### src/core/pcf_defs.svh
// Offsets, field positions, reset values and limits of the capability field bank.
`ifndef PCF_DEFS_SVH
`define PCF_DEFS_SVH
`define PCF_OFS_MSI_CTRL 8'h50
`define PCF_OFS_MSIX_CTRL 8'h68
`define PCF_OFS_MSIX_TBL 8'h6C
`define PCF_OFS_MSIX_PBA 8'h70
`define PCF_OFS_DEV_CAP 8'h84
`define PCF_OFS_LINK_CAP 8'h90
`define PCF_OFS_SLOT_CAP 8'h94
`define PCF_OFS_LINK_STS 8'h98
`define PCF_OFS_EVT_STS 8'h9C
`define PCF_CAPID_MSI 8'h05
`define PCF_CAPID_MSIX 8'h11
`define PCF_MSI_EN_BIT 16
`define PCF_MSI_MME_LSB 20
`define PCF_MSIX_EN_BIT 31
`define PCF_MSIX_MASK_BIT 30
`define PCF_SLOT_VAL_LSB 7
`define PCF_SLOT_SCL_LSB 15
`define PCF_LSTS_SCLK_BIT 28
`define PCF_LSTS_DLUP_BIT 29
`define PCF_EVT_SD_BIT 0
`define PCF_RST_SLOT_SCALE 2'b00
`define PCF_RST_MME 3'h0
`define PCF_BIR_MAX 3'h5
`endif

### src/core/pcf_pkg.sv
// Shared types of the capability field bank.
package pcf_pkg;
  typedef enum logic [2:0] {
    PCF_L0S_64NS = 3'h0, PCF_L0S_128NS = 3'h1, PCF_L0S_256NS = 3'h2,
    PCF_L0S_512NS = 3'h3, PCF_L0S_1US = 3'h4, PCF_L0S_2US = 3'h5,
    PCF_L0S_4US = 3'h6, PCF_L0S_NOLIM = 3'h7
  } pcf_l0s_lat_e;
  typedef enum logic [2:0] {
    PCF_L1_1US = 3'h0, PCF_L1_2US = 3'h1, PCF_L1_4US = 3'h2, PCF_L1_8US = 3'h3,
    PCF_L1_16US = 3'h4, PCF_L1_32US = 3'h5, PCF_L1_NOLIM = 3'h7
  } pcf_l1_lat_e;
  typedef enum logic [1:0] {
    PCF_SCALE_1 = 2'h0, PCF_SCALE_0P1 = 2'h1, PCF_SCALE_0P01 = 2'h2, PCF_SCALE_0P001 = 2'h3
  } pcf_pwr_scale_e;
  typedef struct packed {
    pcf_pwr_scale_e scale;
    logic [7:0] value;
  } pcf_slot_pwr_s;
  typedef struct packed {
    logic wr;
    logic [7:0] addr;
  } pcf_dph_s;
endpackage

### src/core/pcf_cap_fields.sv
// Capability field bank: configured read-only dwords plus a few live control fields.
`include "pcf_defs.svh"
module pcf_cap_fields #(
  parameter bit P_ROOT_PORT = 1'b0,
  parameter bit P_SURPRISE_DOWN = 1'b0,
  parameter bit P_DL_ACTIVE = 1'b0,
  parameter bit P_SLOT_CLOCK = 1'b1,
  parameter logic [7:0] P_PORT_NUM = 8'h01,
  parameter logic [3:0] P_MAX_SPEED = 4'h1,
  parameter logic [5:0] P_MAX_WIDTH = 6'h01,
  parameter logic [2:0] P_MAX_PAYLOAD = 3'h0,
  parameter int P_MSI_REQ = 1,
  parameter bit P_MSI_64 = 1'b1,
  parameter bit P_MSIX_EN = 1'b0,
  parameter logic [10:0] P_MSIX_TBL_SIZE = 11'h000,
  parameter logic [31:0] P_MSIX_TBL_OFS = 32'h0000_0000,
  parameter logic [2:0] P_MSIX_TBL_BIR = 3'h0,
  parameter logic [31:0] P_MSIX_PBA_OFS = 32'h0000_0000,
  parameter logic [2:0] P_MSIX_PBA_BIR = 3'h0,
  parameter bit P_SLOT_EN = 1'b0,
  parameter logic [12:0] P_SLOT_NUM = 13'h0000,
  parameter logic [6:0] P_SLOT_FLAGS = 7'h00,
  parameter bit P_NO_CMD_CPL = 1'b0,
  parameter logic [7:0] P_SLOT_PWR_VALUE = 8'h00,
  parameter pcf_pkg::pcf_l0s_lat_e P_L0S_LAT = pcf_pkg::PCF_L0S_64NS,
  parameter pcf_pkg::pcf_l1_lat_e P_L1_LAT = pcf_pkg::PCF_L1_1US
) (
  // Clock and reset
  input wire logic hclk,
  input wire logic hresetn,
  // AHB-Lite slave
  input wire logic hsel,
  input wire logic [31:0] haddr,
  input wire logic [1:0] htrans,
  input wire logic hwrite,
  input wire logic [2:0] hsize,
  input wire logic [31:0] hwdata,
  input wire logic hready,
  output logic hreadyout,
  output logic hresp,
  output logic [31:0] hrdata,
  // Link state and error reporting
  input wire logic dl_up,
  output logic surprise_down_err,
  output logic aspm_allowed,
  // Interrupt configuration seen by the application
  output logic msi_enable,
  output logic [2:0] msi_mme,
  output logic msix_enable,
  output logic msix_fn_mask,
  // Set_Slot_Power_Limit message request
  output pcf_pkg::pcf_slot_pwr_s slot_pwr_msg,
  output logic slot_pwr_msg_valid
);
  import pcf_pkg::*;

  ////////////////////////////////////////////////////////////////////////////////
  // Configured constants.

  // Log2 of an MSI request count; counts other than powers of two up to 16 map to 0.
  function automatic logic [2:0] msi_log2(input int cnt);
    logic [2:0] res;
    res = 3'h0;
    case (cnt)
      2: res = 3'h1;
      4: res = 3'h2;
      8: res = 3'h3;
      16: res = 3'h4;
      default: res = 3'h0;
    endcase
    return res;
  endfunction

  // An indicator above the last BAR would send software to a register that does not exist.
  function automatic logic [2:0] legal_bir(input logic [2:0] bir);
    return (bir > `PCF_BIR_MAX) ? 3'h0 : bir;
  endfunction

  localparam logic [2:0] MMC = msi_log2(P_MSI_REQ);
  localparam bit MSIX_ON = P_MSIX_EN;
  localparam bit SLOT_ON = P_ROOT_PORT && P_SLOT_EN;
  localparam bit SD_ON = P_ROOT_PORT && P_SURPRISE_DOWN;
  localparam bit DLA_ON = P_ROOT_PORT && P_DL_ACTIVE;

  // Latency fields stay zero on a root port.
  localparam logic [2:0] L0S_CODE = P_ROOT_PORT ? 3'h0 : P_L0S_LAT;
  localparam logic [2:0] L1_CODE = P_ROOT_PORT ? 3'h0 : P_L1_LAT;
  localparam logic [31:0] DEV_CAP_WORD = {20'h0_0000, L1_CODE, L0S_CODE, 3'h0, P_MAX_PAYLOAD};

  // ASPM support bits stay zero since the core never enters L0s or L1.
  localparam logic [31:0] LINK_CAP_WORD = {P_PORT_NUM, 3'h0, DLA_ON, SD_ON,
                                           7'h00, 2'b00, P_MAX_WIDTH, P_MAX_SPEED};

  localparam logic [31:0] TBL_WORD = MSIX_ON ?
    {P_MSIX_TBL_OFS[31:3], legal_bir(P_MSIX_TBL_BIR)} : 32'h0000_0000;
  localparam logic [31:0] PBA_WORD = MSIX_ON ?
    {P_MSIX_PBA_OFS[31:3], legal_bir(P_MSIX_PBA_BIR)} : 32'h0000_0000;

  ////////////////////////////////////////////////////////////////////////////////
  // Bus phases.

  logic aph_take;
  pcf_dph_s dph_ff;
  logic [31:0] hrdata_ff;
  logic [31:0] rd_word;

  assign aph_take = hsel && hready && htrans[1];
  assign hreadyout = 1'b1;
  assign hresp = 1'b0;
  assign hrdata = hrdata_ff;

  // Only bits 7:0 are decoded, so the bank repeats every 256 bytes.
  always_ff @(posedge hclk or negedge hresetn) begin
    if (!hresetn) begin
      dph_ff <= '0;
    end else if (hready) begin
      dph_ff.wr <= aph_take && hwrite;
      dph_ff.addr <= haddr[7:0];
    end
  end

  ////////////////////////////////////////////////////////////////////////////////
  // Live fields and their next values.

  logic msi_en_ff, nxt_msi_en;
  logic [2:0] mme_ff, nxt_mme;
  logic msix_en_ff, nxt_msix_en;
  logic msix_mask_ff, nxt_msix_mask;
  pcf_slot_pwr_s slot_pwr_ff, nxt_slot_pwr;
  logic slot_wr;
  logic dl_up_ff;
  logic sd_event;
  logic sd_sts_ff, nxt_sd_sts;
  logic sd_clr;
  logic [2:0] wr_mme;

  assign wr_mme = hwdata[`PCF_MSI_MME_LSB +: 3];
  assign sd_event = SD_ON && dl_up_ff && !dl_up;
  assign slot_wr = SLOT_ON && dph_ff.wr && (dph_ff.addr == `PCF_OFS_SLOT_CAP);
  assign sd_clr = dph_ff.wr && (dph_ff.addr == `PCF_OFS_EVT_STS) && hwdata[`PCF_EVT_SD_BIT];

  // Writes take effect at the end of the data phase; every other field but the surprise-down status ignores them.
  always_comb begin
    nxt_msi_en = msi_en_ff;
    nxt_mme = mme_ff;
    nxt_msix_en = msix_en_ff;
    nxt_msix_mask = msix_mask_ff;
    nxt_slot_pwr = slot_pwr_ff;
    if (dph_ff.wr) begin
      case (dph_ff.addr)
        `PCF_OFS_MSI_CTRL: begin
          nxt_msi_en = hwdata[`PCF_MSI_EN_BIT];
          nxt_mme = (wr_mme > MMC) ? MMC : wr_mme;
        end
        `PCF_OFS_MSIX_CTRL: begin
          nxt_msix_en = MSIX_ON && hwdata[`PCF_MSIX_EN_BIT];
          nxt_msix_mask = MSIX_ON && hwdata[`PCF_MSIX_MASK_BIT];
        end
        `PCF_OFS_SLOT_CAP: begin
          if (SLOT_ON) begin
            nxt_slot_pwr.value = hwdata[`PCF_SLOT_VAL_LSB +: 8];
            nxt_slot_pwr.scale = pcf_pwr_scale_e'(hwdata[`PCF_SLOT_SCL_LSB +: 2]);
          end
        end
        default: begin
        end
      endcase
    end
  end

  // A new surprise-down event wins over a clear in the same cycle.
  assign nxt_sd_sts = (sd_sts_ff && !sd_clr) || sd_event;

  always_ff @(posedge hclk or negedge hresetn) begin
    if (!hresetn) begin
      msi_en_ff <= 1'b0;
      mme_ff <= `PCF_RST_MME;
    end else begin
      msi_en_ff <= nxt_msi_en;
      mme_ff <= nxt_mme;
    end
  end

  always_ff @(posedge hclk or negedge hresetn) begin
    if (!hresetn) begin
      msix_en_ff <= 1'b0;
      msix_mask_ff <= 1'b0;
    end else begin
      msix_en_ff <= nxt_msix_en;
      msix_mask_ff <= nxt_msix_mask;
    end
  end

  // The scale is reset to 1.0x; the value starts at its configured default.
  always_ff @(posedge hclk or negedge hresetn) begin
    if (!hresetn) begin
      slot_pwr_ff.scale <= pcf_pwr_scale_e'(`PCF_RST_SLOT_SCALE);
      slot_pwr_ff.value <= P_SLOT_PWR_VALUE;
    end else begin
      slot_pwr_ff <= nxt_slot_pwr;
    end
  end

  // Every slot power write requests one message, even if the value is unchanged.
  always_ff @(posedge hclk or negedge hresetn) begin
    if (!hresetn) begin
      slot_pwr_msg_valid <= 1'b0;
      slot_pwr_msg <= '0;
    end else begin
      slot_pwr_msg_valid <= slot_wr;
      if (slot_wr) begin
        slot_pwr_msg <= nxt_slot_pwr;
      end
    end
  end

  always_ff @(posedge hclk or negedge hresetn) begin
    if (!hresetn) begin
      dl_up_ff <= 1'b0;
      surprise_down_err <= 1'b0;
      sd_sts_ff <= 1'b0;
    end else begin
      dl_up_ff <= dl_up;
      surprise_down_err <= sd_event;
      sd_sts_ff <= nxt_sd_sts;
    end
  end

  assign msi_enable = msi_en_ff;
  assign msi_mme = mme_ff;
  assign msix_enable = msix_en_ff;
  assign msix_fn_mask = msix_mask_ff;
  assign aspm_allowed = 1'b0;

  ////////////////////////////////////////////////////////////////////////////////
  // Read path.

  // Reads use the next values so a read right behind a write sees the written data.
  always_comb begin
    rd_word = 32'h0000_0000;
    case (haddr[7:0])
      `PCF_OFS_MSI_CTRL: begin
        rd_word = {8'h00, 1'b0, nxt_mme, MMC, nxt_msi_en, 8'h00, `PCF_CAPID_MSI};
        rd_word[23] = P_MSI_64;
      end
      `PCF_OFS_MSIX_CTRL: begin
        if (MSIX_ON) begin
          rd_word = {nxt_msix_en, nxt_msix_mask, 3'h0, P_MSIX_TBL_SIZE,
                     8'h00, `PCF_CAPID_MSIX};
        end
      end
      `PCF_OFS_MSIX_TBL: rd_word = TBL_WORD;
      `PCF_OFS_MSIX_PBA: rd_word = PBA_WORD;
      `PCF_OFS_DEV_CAP: rd_word = DEV_CAP_WORD;
      `PCF_OFS_LINK_CAP: rd_word = LINK_CAP_WORD;
      `PCF_OFS_SLOT_CAP: begin
        if (SLOT_ON) begin
          rd_word = {P_SLOT_NUM, P_NO_CMD_CPL, 1'b0, nxt_slot_pwr.scale,
                     nxt_slot_pwr.value, P_SLOT_FLAGS};
        end
      end
      `PCF_OFS_LINK_STS: begin
        rd_word[`PCF_LSTS_SCLK_BIT] = P_SLOT_CLOCK;
        rd_word[`PCF_LSTS_DLUP_BIT] = DLA_ON && dl_up;
      end
      `PCF_OFS_EVT_STS: rd_word[`PCF_EVT_SD_BIT] = nxt_sd_sts;
      default: rd_word = 32'h0000_0000;
    endcase
  end

  always_ff @(posedge hclk or negedge hresetn) begin
    if (!hresetn) begin
      hrdata_ff <= 32'h0000_0000;
    end else if (aph_take && !hwrite) begin
      hrdata_ff <= rd_word;
    end
  end

  ////////////////////////////////////////////////////////////////////////////////
  // Checks.

  logic rd_take;
  assign rd_take = aph_take && !hwrite;

  ro_link_read_a: assert property (
    @(posedge hclk) disable iff (!hresetn)
    rd_take && haddr[7:0] == `PCF_OFS_LINK_CAP |=> hrdata == LINK_CAP_WORD
  ) else $error("link capabilities read differs from configuration");

  no_aspm_read_a: assert property (
    @(posedge hclk) disable iff (!hresetn)
    rd_take && haddr[7:0] == `PCF_OFS_LINK_CAP |=> hrdata[11:10] == 2'b00
  ) else $error("link capabilities advertise low-power support");

  dev_lat_read_a: assert property (
    @(posedge hclk) disable iff (!hresetn)
    rd_take && haddr[7:0] == `PCF_OFS_DEV_CAP |=> hrdata[8:6] == L0S_CODE
                                                 && hrdata[11:9] == L1_CODE
  ) else $error("latency fields wrong");

  slot_msg_pulse_a: assert property (
    @(posedge hclk) disable iff (!hresetn)
    dph_ff.wr && dph_ff.addr == `PCF_OFS_SLOT_CAP && SLOT_ON
    |=> slot_pwr_msg_valid && slot_pwr_msg == $past(hwdata[16:7]) ##1 !slot_pwr_msg_valid
  ) else $error("slot power write gave no single message");

  slot_msg_cause_a: assert property (
    @(posedge hclk) disable iff (!hresetn)
    slot_pwr_msg_valid |-> SLOT_ON && $past(dph_ff.wr)
  ) else $error("slot power message without a slot power write");

  msix_absent_a: assert property (
    @(posedge hclk) disable iff (!hresetn)
    !MSIX_ON |-> !msix_enable && !msix_fn_mask
  ) else $error("MSI-X active while not implemented");

  mme_limit_a: assert property (
    @(posedge hclk) disable iff (!hresetn)
    msi_mme <= MMC
  ) else $error("MSI enabled count above capable count");

  sd_report_a: assert property (
    @(posedge hclk) disable iff (!hresetn)
    SD_ON && $fell(dl_up) |=> surprise_down_err ##1 !surprise_down_err
  ) else $error("surprise-down not reported as one pulse");

  sd_sticky_a: assert property (
    @(posedge hclk) disable iff (!hresetn)
    sd_sts_ff && !sd_clr |=> sd_sts_ff
  ) else $error("surprise-down status lost without a clear");

  unmapped_zero_a: assert property (
    @(posedge hclk) disable iff (!hresetn)
    rd_take && haddr[7:0] == 8'h00 |=> hrdata == 32'h0000_0000
  ) else $error("unmapped read not zero");

  msi_cap_read_a: assert property (
    @(posedge hclk) disable iff (!hresetn)
    rd_take && haddr[7:0] == `PCF_OFS_MSI_CTRL |=> hrdata[19:17] == MMC
  ) else $error("MSI capable count read differs from configuration");

  msix_size_read_a: assert property (
    @(posedge hclk) disable iff (!hresetn)
    rd_take && haddr[7:0] == `PCF_OFS_MSIX_CTRL && MSIX_ON |=> hrdata[26:16] == P_MSIX_TBL_SIZE
  ) else $error("MSI-X table size read differs from configuration");

  tbl_bir_legal_a: assert property (
    @(posedge hclk) disable iff (!hresetn)
    rd_take && haddr[7:0] == `PCF_OFS_MSIX_TBL |=> hrdata[2:0] <= `PCF_BIR_MAX
  ) else $error("table BAR indicator out of range");

  pba_bir_legal_a: assert property (
    @(posedge hclk) disable iff (!hresetn)
    rd_take && haddr[7:0] == `PCF_OFS_MSIX_PBA |=> hrdata[2:0] <= `PCF_BIR_MAX
  ) else $error("pending array BAR indicator out of range");

  slot_clock_read_a: assert property (
    @(posedge hclk) disable iff (!hresetn)
    rd_take && haddr[7:0] == `PCF_OFS_LINK_STS |=> hrdata[`PCF_LSTS_SCLK_BIT] == P_SLOT_CLOCK
  ) else $error("slot clock indication differs from configuration");

  slot_num_read_a: assert property (
    @(posedge hclk) disable iff (!hresetn)
    rd_take && haddr[7:0] == `PCF_OFS_SLOT_CAP && SLOT_ON |=> hrdata[31:19] == P_SLOT_NUM
  ) else $error("physical slot number read differs from configuration");

  slot_pwr_hold_a: assert property (
    @(posedge hclk) disable iff (!hresetn)
    !slot_wr |=> $stable(slot_pwr_ff)
  ) else $error("slot power limit changed without a slot power write");

  // Unused inputs of the bus: size is not checked since only word transfers occur.
  logic unused_bits;
  assign unused_bits = ^{haddr[31:8], hsize};
endmodule

### config.mk
export PLATFORM = sky130hd
export DESIGN_NAME = pcf_cap_fields
export DESIGN_NICKNAME = d
export VERILOG_FILES = /design/src/core/pcf_pkg.sv /design/src/core/pcf_cap_fields.sv
export VERILOG_INCLUDE_DIRS = /design/src /design/src/core
export SDC_FILE = /design/constraint.sdc
export NUM_CORES = 1
export LEC_CHECK = 0
export BUFFER_PORTS_ARGS = -buffer_cell sky130_fd_sc_hd__buf_4
export CAP_MARGIN = 10
export CORE_ASPECT_RATIO = 0.8
export CORE_MARGIN = 4
export CORE_UTILIZATION = 35
export DETAILED_ROUTE_END_ITERATION = 16
export PLACE_DENSITY = 0.8
export SETUP_SLACK_MARGIN = 0.5
export SLEW_MARGIN = 20
export SYNTH_ARGS = -nofsm -noshare
export SYNTH_HDL_FRONTEND = slang
export SYNTH_SLANG_ARGS = --single-unit
### constraint.sdc
create_clock -name hclk -period 1.85 [get_ports hclk]
set_input_delay 0.185 -clock hclk [delete_from_list [all_inputs] [get_ports hclk]]
set_output_delay 0.185 -clock hclk [all_outputs]
set_load 0.01 [all_outputs]
==> results, run 1 <==
- The netlist uses 25 different library cells.
- The detailed router placed 753 vias in this run.
- The maximum fanout encountered on the critical timing path is 5.
- Clock latency on the worst-skew pair, taken at its later pin, is 270 ps.
- After layout, the worst path uses roughly 84% of the clock period.
- The count of state elements after synthesis is 22.
- In the synthesized netlist, mux cells make up 8.299% of the area.
- Setup repair after global routing could not meet its margin everywhere.
- The diode insertion count for antenna repair is 0.
- The last weighted congestion value of the routability-driven placer is around 0.8.
- The mapped netlist covers around 1200 sq um.
- The clock slew at the register clock pins of the worst setup and hold paths is approximately 80 ps.
- The final critical-path required period is roughly 1600 ps.
- After synthesis, the mean cell area works out to about 11 sq um.
- Dividing the detail-routed via count by the number of cells gives roughly 4.2.
- The max-slew violation count is 0.
- The TritonCTS clock tree is yes.
- Buffers placed on the I/O ports in this run total 29.
- The largest clock skew in the final design is between 7 and 8 ps.
- The via count of the first global-routing pass is 649.
- Once detail routing completed, the nets flagged for antenna violations numbered 0.
- In this run, the number of DRC markers left after iteration 0 of detailed routing was 6.
- The net total in the final layout is 216.
- The first global-routing pass estimated approximately 3100 um of wire.
- The total of endpoints with negative setup slack in the final report is 0.
- The filler cell count in the final layout is ~310.
- The initial antenna violation count is 0.
- The flow ran to the end, and the final reports show no timing, DRC or antenna violations.
- The number of buffers created by CTS is 3.
- The hold violation total from the final report came to 0.
- CTS built an H-tree with a depth of 1.
- The number of detailed-routing iterations run before antenna repair is 3.
- The area of the core region is roughly 3200 sq um.
- The average wire per standard cell is 12.26 um.
- For this run, the number of Yosys warnings is 0.
- Setup total negative slack on the finished layout was measured at 0 ps.
- Summing all placed instances gives a cell area of between 1000 and 1500 sq um.
- The total power density per cell area is around 690 nW/um^2.
- The floorplan step set the die height to slightly above 60 um.
- The area enclosed by the die boundary is 4504 sq um.
- After synthesis, the largest family of logic cells by area is buffers and inverters.
- The longest clock path from root to sink contains 2 buffers.
- Global routing used 9.439% of the available tracks across all layers.
- The share of the Yosys chip area taken by registers is between 40% and 50%.
- For this run, the top clock speed supported by timing is ~0.64 GHz.
- The cell count after synthesis is ~110.
- The number of instances in the placed design is 174.
- The critical path is of the primary input to register type.
- Clock tree synthesis selected as its root buffer the cell clkbuf_8.
- From synthesis to final layout, the design area changed by 18.44%.
- The worst hold path belongs to the class primary input to register.
- For this configuration, the core starts out at a cell density of 37.92%.
- Cells fill between 40% and 50% of the core in the end.
- After the flow finishes, the layout carries non-filler instances totaling 180.
- The ratio of cells with drive above 1 in the final layout is 37.14%.
- The largest net degree at the start of global routing is 23.
- The worst setup path is launched from a primary input.
- STA classifies the critical path endpoint as a register.
- The worst IR drop on VDD is roughly 520 uV.
- For this design the static power due to leakage is between 0.7 and 0.8 nW.
- The total detailed-routing wirelength is approximately 2200 um.
- Once detailed placement completed, the half-perimeter wirelength came to between 1500 and 2000 um.
- The synthesized netlist devotes under 10% of its cell area to compound gates.
- The number of remaining DRC errors is 0.
- The count of clock tree sinks is 22.
- The total global routing overflow is 0.
- After routing the design area is 1446 sq um.
- The number of rows created at floorplan is 18.
- The simple-gate share of the synthesized area is 12.09%.
- The die is approximately 74 um wide.
- During I/O placement, the number of pins put on the boundary was ~130.
- At the worst endpoint, the required time is 2050 ps.
- The arrival time at the worst endpoint is around 1800 ps.
- The xor/xnor share of the synthesized area is less than 1%.
- The worst-case hold slack is roughly 140 ps.
- The number of max-cap violations is 0.
- Summing the areas of all fa, ha and maj instances in the mapped netlist gives 0% of the synthesized area.
-- placed cells by master, fill, tap and decap left out --
master / instances
clkbuf_8: 4
conb_1: 39
a41oi_1: 1
nand3_2: 1
or3_4: 1
nand4_1: 1
nand3b_1: 1
dlygate4sd3_1: 1
dfrtp_1: 22
nand2_1: 2
buf_4: 30
or3_1: 1
nand3_1: 2
nor3_1: 1
and2_1: 3
a22o_1: 5
or4b_4: 1
nor4b_4: 3
and4b_1: 1
inv_1: 4
o21ai_0: 1
mux2_2: 9
a21o_2: 1
xnor2_1: 1
buf_6: 2
nand4b_1: 1
o41ai_1: 1
-- state kept, by name (all words and copies together) (netlist names) --
signal / count
sd_sts_ff: 1
msi_mme: 3
hrdata: 8
dph_ff: 9
msi_enable: 1
-- per-layer routing --
metal	part of all wire [%]	wire length, um	up-vias	track usage (%)
met1	39	855	357	11.57
met2	50	1095	37	15.03
met5	0	0	-	0
li1	-	-	354	-
met3	10	220	5	3.146
met4	1.6	35	0	4.651
-- worst max-delay path, cell delays in order --
cell     delay [ps]
buf_6            90
or4b_4          530
or3_4           360
nor4b_4         400
a22o_1          190
-- power by group --
| group | internal [mW] | total [mW] | switching, mW |
|---|---|---|---|
| Clock | 0.190 | 0.342 | 0.152 |
| Combinational | 0.0582 | 0.134 | 0.0754 |
| Sequential | 0.502 | 0.522 | 0.0200 |
-- worst paths after layout --
check | start | end | slack (ps) | depth (start not counted)
max | haddr[5] | hrdata[21] | 300 | 5
min in group asynchronous | hresetn | dph_ff[1] | 350 | 2
min | haddr[1] | dph_ff[1] | 140 | 2
max reg2reg | dph_ff[5] | hrdata[16] | 380 | 4
max in group asynchronous | hresetn | msi_enable | 1280 | 2
min reg2reg | hrdata[0] | hrdata[0] | 510 | 2
-- Yosys cell counts --
library cell   n  area share [%]
buf_4         41              25
dfrtp_1       22              45
mux2_2         9             8.3
a22o_1         5             3.6
inv_1          4             1.2
and2_1         3             1.5
nand3_1        3             1.2
clkbuf_1       2            0.61
conb_1         2            0.61
nand2_1        2            0.61
nor4b_1        2             1.4
a21o_2         1            0.72
a41oi_1        1            0.72
and4b_1        1            0.82
nand3b_1       1            0.61
nand4_1        1            0.51
nand4b_1       1            0.72
nor3_1         1            0.41
nor4b_4        1             1.9
o21ai_0        1            0.41
o41ai_1        1            0.72
or3_1          1            0.51
or3_4          1            0.92
or4b_1         1            0.82
xnor2_1        1            0.72
-- cell type report --
cell class                 instances  area, sq um  area share (%)
inverter                           4        15.01           1.038
multi-input combinational         77        518.0           35.81
timing repair buffer              33        257.7           17.82
clock buffer                       4        55.05           3.806
tap                               40        50.05           3.460
sequential                        22        550.5           38.06
-- logic make-up (layout without fill, tap and decap cells) --
logic type                Yosys count  after routing
AOI/OAI and AO/OA                   9              9
xor gates and xnor gates            1              1
buffers and inverters              47             41
DFF                                22             22
muxes                               9              9
other                               2             39
and+or+nand+nor                    19             19
-- repair_timing --
item | CTS | global route
pin swaps | 3 | 5
hold endpoints to repair | 22 | 0
setup endpoints to repair | 11 | 8
hold buffers | 1 | 0
buffers inserted | 0 | 1
gates resized for setup | 6 | 1
-- stage by stage --
step / setup slack, ps / total power [mW]
2_1_floorplan: 231.6 / 0.6547
3_3_place_gp: -5.618 / 0.6438
4_1_cts: 297.0 / 1.002
6_report: 299.3 / 0.9975
5_1_grt: 239.9 / 1.040
3_5_place_dp: 2.147 / 0.6464
Power figures use the tool's default switching activity.
==> run 2: changes to the inputs <==
--- a/config.mk
+++ b/config.mk
@@ -10,9 +10,9 @@
 export CAP_MARGIN = 10
 export CORE_ASPECT_RATIO = 0.8
 export CORE_MARGIN = 4
-export CORE_UTILIZATION = 35
+export CORE_UTILIZATION = 31
 export DETAILED_ROUTE_END_ITERATION = 16
-export PLACE_DENSITY = 0.8
+export PLACE_DENSITY = 0.75
 export SETUP_SLACK_MARGIN = 0.5
 export SLEW_MARGIN = 20
 export SYNTH_ARGS = -nofsm -noshare
==> constraint.sdc (replaced) <==
create_clock -name hclk -period 1.4 [get_ports hclk]
set_input_delay 0.14 -clock hclk [delete_from_list [all_inputs] [get_ports hclk]]
set_output_delay 0.14 -clock hclk [all_outputs]
set_load 0.01 [all_outputs]
==> results, run 2 (synthesis results as in run 1) <==
- The arrival time at the worst endpoint was 1710 ps (was 1750 ps).
- The type of the setup path with the least slack is primary input to register (unchanged).
- The cell area after placement came to 1416 sq um (was 1331 sq um).
- The fraction of the cycle the final worst path needs is 108.8%.
- The total detailed-routing wirelength was 2564 um (was 2206 um).
- The hold violation total from the final report is 0 (unchanged).
- The H-tree depth reported by CTS is 1 (unchanged).
- The maximum fanout encountered on the critical timing path was 5 (unchanged).
- The largest clock skew in the final design came to 1.688 ps (was 7.921 ps).
- The data required time of the critical path came to 1590 ps (was 2050 ps).
- The detailed-placement wirelength estimate is 1935 um (was 1733 um).
- The area taken by multi-input logic gates is 551.8 sq um (was 518.0 sq um).
- The final reports fail on setup timing.
- The max-slew violation count is 0 (unchanged).
- The class of the worst hold path is primary input to register (unchanged).
- The number of cells traversed by the worst hold path is 2 (unchanged).
- The total power density per cell area came to 768.3 nW/um^2 (was 689.6 nW/um^2).
- The total global routing overflow is 0 (unchanged).
- The worst setup slack after layout is -122.7 ps (was 299.3 ps).
- The filler cell count in the final layout is 351 (was 308).
- Top flop regs: dph_ff (9), hrdata (8), msi_mme (3) (unchanged).
- The maximum clock rate is 0.6567 GHz.
- The area enclosed by the die boundary was 5013 sq um (was 4504 sq um).
- The global-route wire length before repair is 3691 um (was 3132 um).
- The number of detailed-routing iterations run before antenna repair came to 4 (was 3).
- The starting utilization of the core area is 32.11% (was 37.92%).
- The synthesis-to-finish area growth is 36.37% (was 18.44%).
- The diode insertion count for antenna repair came to 0 (unchanged).
- Run status: finished with violations (was complete, no violations).
- Most used cells in the layout excluding fill and tap cells: conb_1 (39), buf_4 (24), dfrtp_1 (22), buf_6 (22), mux2_2 (6) (was conb_1 (39), buf_4 (30), dfrtp_1 (22)).
- The last weighted congestion value of the routability-driven placer is 0.7678 (was 0.7783).
- The register with the most flip-flops is dph_ff (unchanged).
- The via total after detailed routing is 794 (was 753).
- The boundary pin count is 128 (unchanged).
- The clock root buffer is clkbuf_8 (unchanged).
- The number of design-rule violations left by the first detailed-router iteration came to 12 (was 6).
- The post-route standard cell area excluding fillers was 1665 sq um (was 1446 sq um).
- The initial antenna violation count is 0 (unchanged).
- The total global routing track utilization is 9.568% (was 9.439%).
- The sort of element at the start of the critical path was a primary input (unchanged).
- The worst IR drop on VDD is 282.5 uV (was 520.8 uV).
- The number of cells on the worst reg-to-reg path is 4 (unchanged).
- The number of rows created at floorplan was 20 (was 18).
- The count of clock tree sinks is 22 (unchanged).
- Subtracting the final worst setup slack from the clock period gives about 1500 ps.
- The number of remaining DRC errors is 0 (unchanged).
- The via count of the first global-routing pass came to 773 (was 649).
- The post-layout total power was 1.279 mW (was 0.9975 mW).
- The number of flip-flops under the largest register name is 9 (unchanged).
- The height of the die is 64.14 um (was 60.83 um).
- The area used by sequential logic in the layout was 550.5 sq um (unchanged).
- The non-filler instance count after layout is 208 (was 180).
- The critical path endpoint category was a register (unchanged).
- The TritonCTS clock tree is yes (unchanged).
- The leakage component of the power is 0.8573 nW (was 0.7512 nW).
- The width of the die was 78.17 um (was 74.04 um).
- The net total in the final layout is 230 (was 216).
- The largest net degree at the start of global routing came to 23 (unchanged).
- The clock slew at the register clock pins of the worst setup and hold paths was 70 ps (was 80 ps).
- The number of instances in the placed design was 197 (was 174).
- The average wire per standard cell is 12.33 um (was 12.26 um).
- Setup repair after global routing missed its margin: yes (unchanged).
- The count of nets left with antenna violations after detail routing is 0 (unchanged).
- The number of buffers created by CTS is 3 (unchanged).
- The total of endpoints with negative setup slack in the final report is 6 (was 0).
- The port buffer count was 29 (unchanged).
- The later-pin clock latency in the skew report is 250 ps (was 270 ps).
- The ratio of cells with drive above 1 in the final layout is 45.75% (was 37.14%).
- The most common library cell in the layout ignoring fill and taps is conb_1 (unchanged).
- The number of max-cap violations is 0 (unchanged).
- The area of the core region came to 3804 sq um (was 3221 sq um).
- The via density per instance was 3.817 (was 4.183).
- The maximum number of buffers from clock root to sink came to 2 (unchanged).
==> run 2: path summary, 6_finish.rpt <==
kind / from / slack (ps) / endpoint
setup / recovery: haddr[5] / -120 / hrdata[20]
hold / removal: haddr[1] / 120 / dph_ff[1]
setup reg to reg: dph_ff[1] / -110 / hrdata[16]
hold reg to reg: sd_sts_ff / 540 / sd_sts_ff
max in group asynchronous: hresetn / 860 / hrdata[23]
min in group asynchronous: hresetn / 330 / dph_ff[7]
==> run 2: layer usage <==
metal	global-route usage, %	up-vias	wire length, um
li1	-	383	-
met1	11.93	376	1083
met2	16.24	33	1323
met3	2.254	2	143
met4	3.275	0	14
met5	0	-	0
==> run 2: critical path: stages <==
cell and delay (ps):
buf_6 90, or4b_4 520, or3_4 360, nor4b_4 410
a22o_1 180
==> run 2: layout make-up <==
cell class | count | area share (%)
clock buffer | 3 | 2.479
sequential | 22 | 33.06
timing repair buffer | 47 | 26.30
multi-input combinational | 77 | 33.13
tap | 55 | 4.132
inverter | 4 | 0.9016
==> run 2: timing repair <==
action,CTS,global route
gates resized for setup,23,11
gates cloned,0,0
setup buffers,5,2
hold buffers,1,0
endpoints found under the setup margin,27,27
pin swaps,6,5
endpoints found under the hold margin,22,0
==> run 2: per-stage QoR <==
stage          setup TNS [ps]  worst slack [ps]  hold slack (ps)  util (%)
3_5_place_dp            -2725            -413.5            42.55     37.24
6_report               -610.8            -122.7            118.7     43.78
5_1_grt                -877.9            -166.6            120.1     43.78
4_1_cts                -578.2            -115.4            114.7     41.94
3_3_place_gp            -2417            -364.5            38.32     37.24
2_1_floorplan          -875.8            -173.4           -155.6         -
==> run 2: power by group <==
group | leakage, nW | internal, mW | switching, mW | total, mW
Clock | 0.0216 | 0.191 | 0.177 | 0.368
Sequential | 0.281 | 0.664 | 0.0291 | 0.693
Combinational | 0.555 | 0.106 | 0.112 | 0.218
Total | 0.857 | 0.961 | 0.318 | 1.28
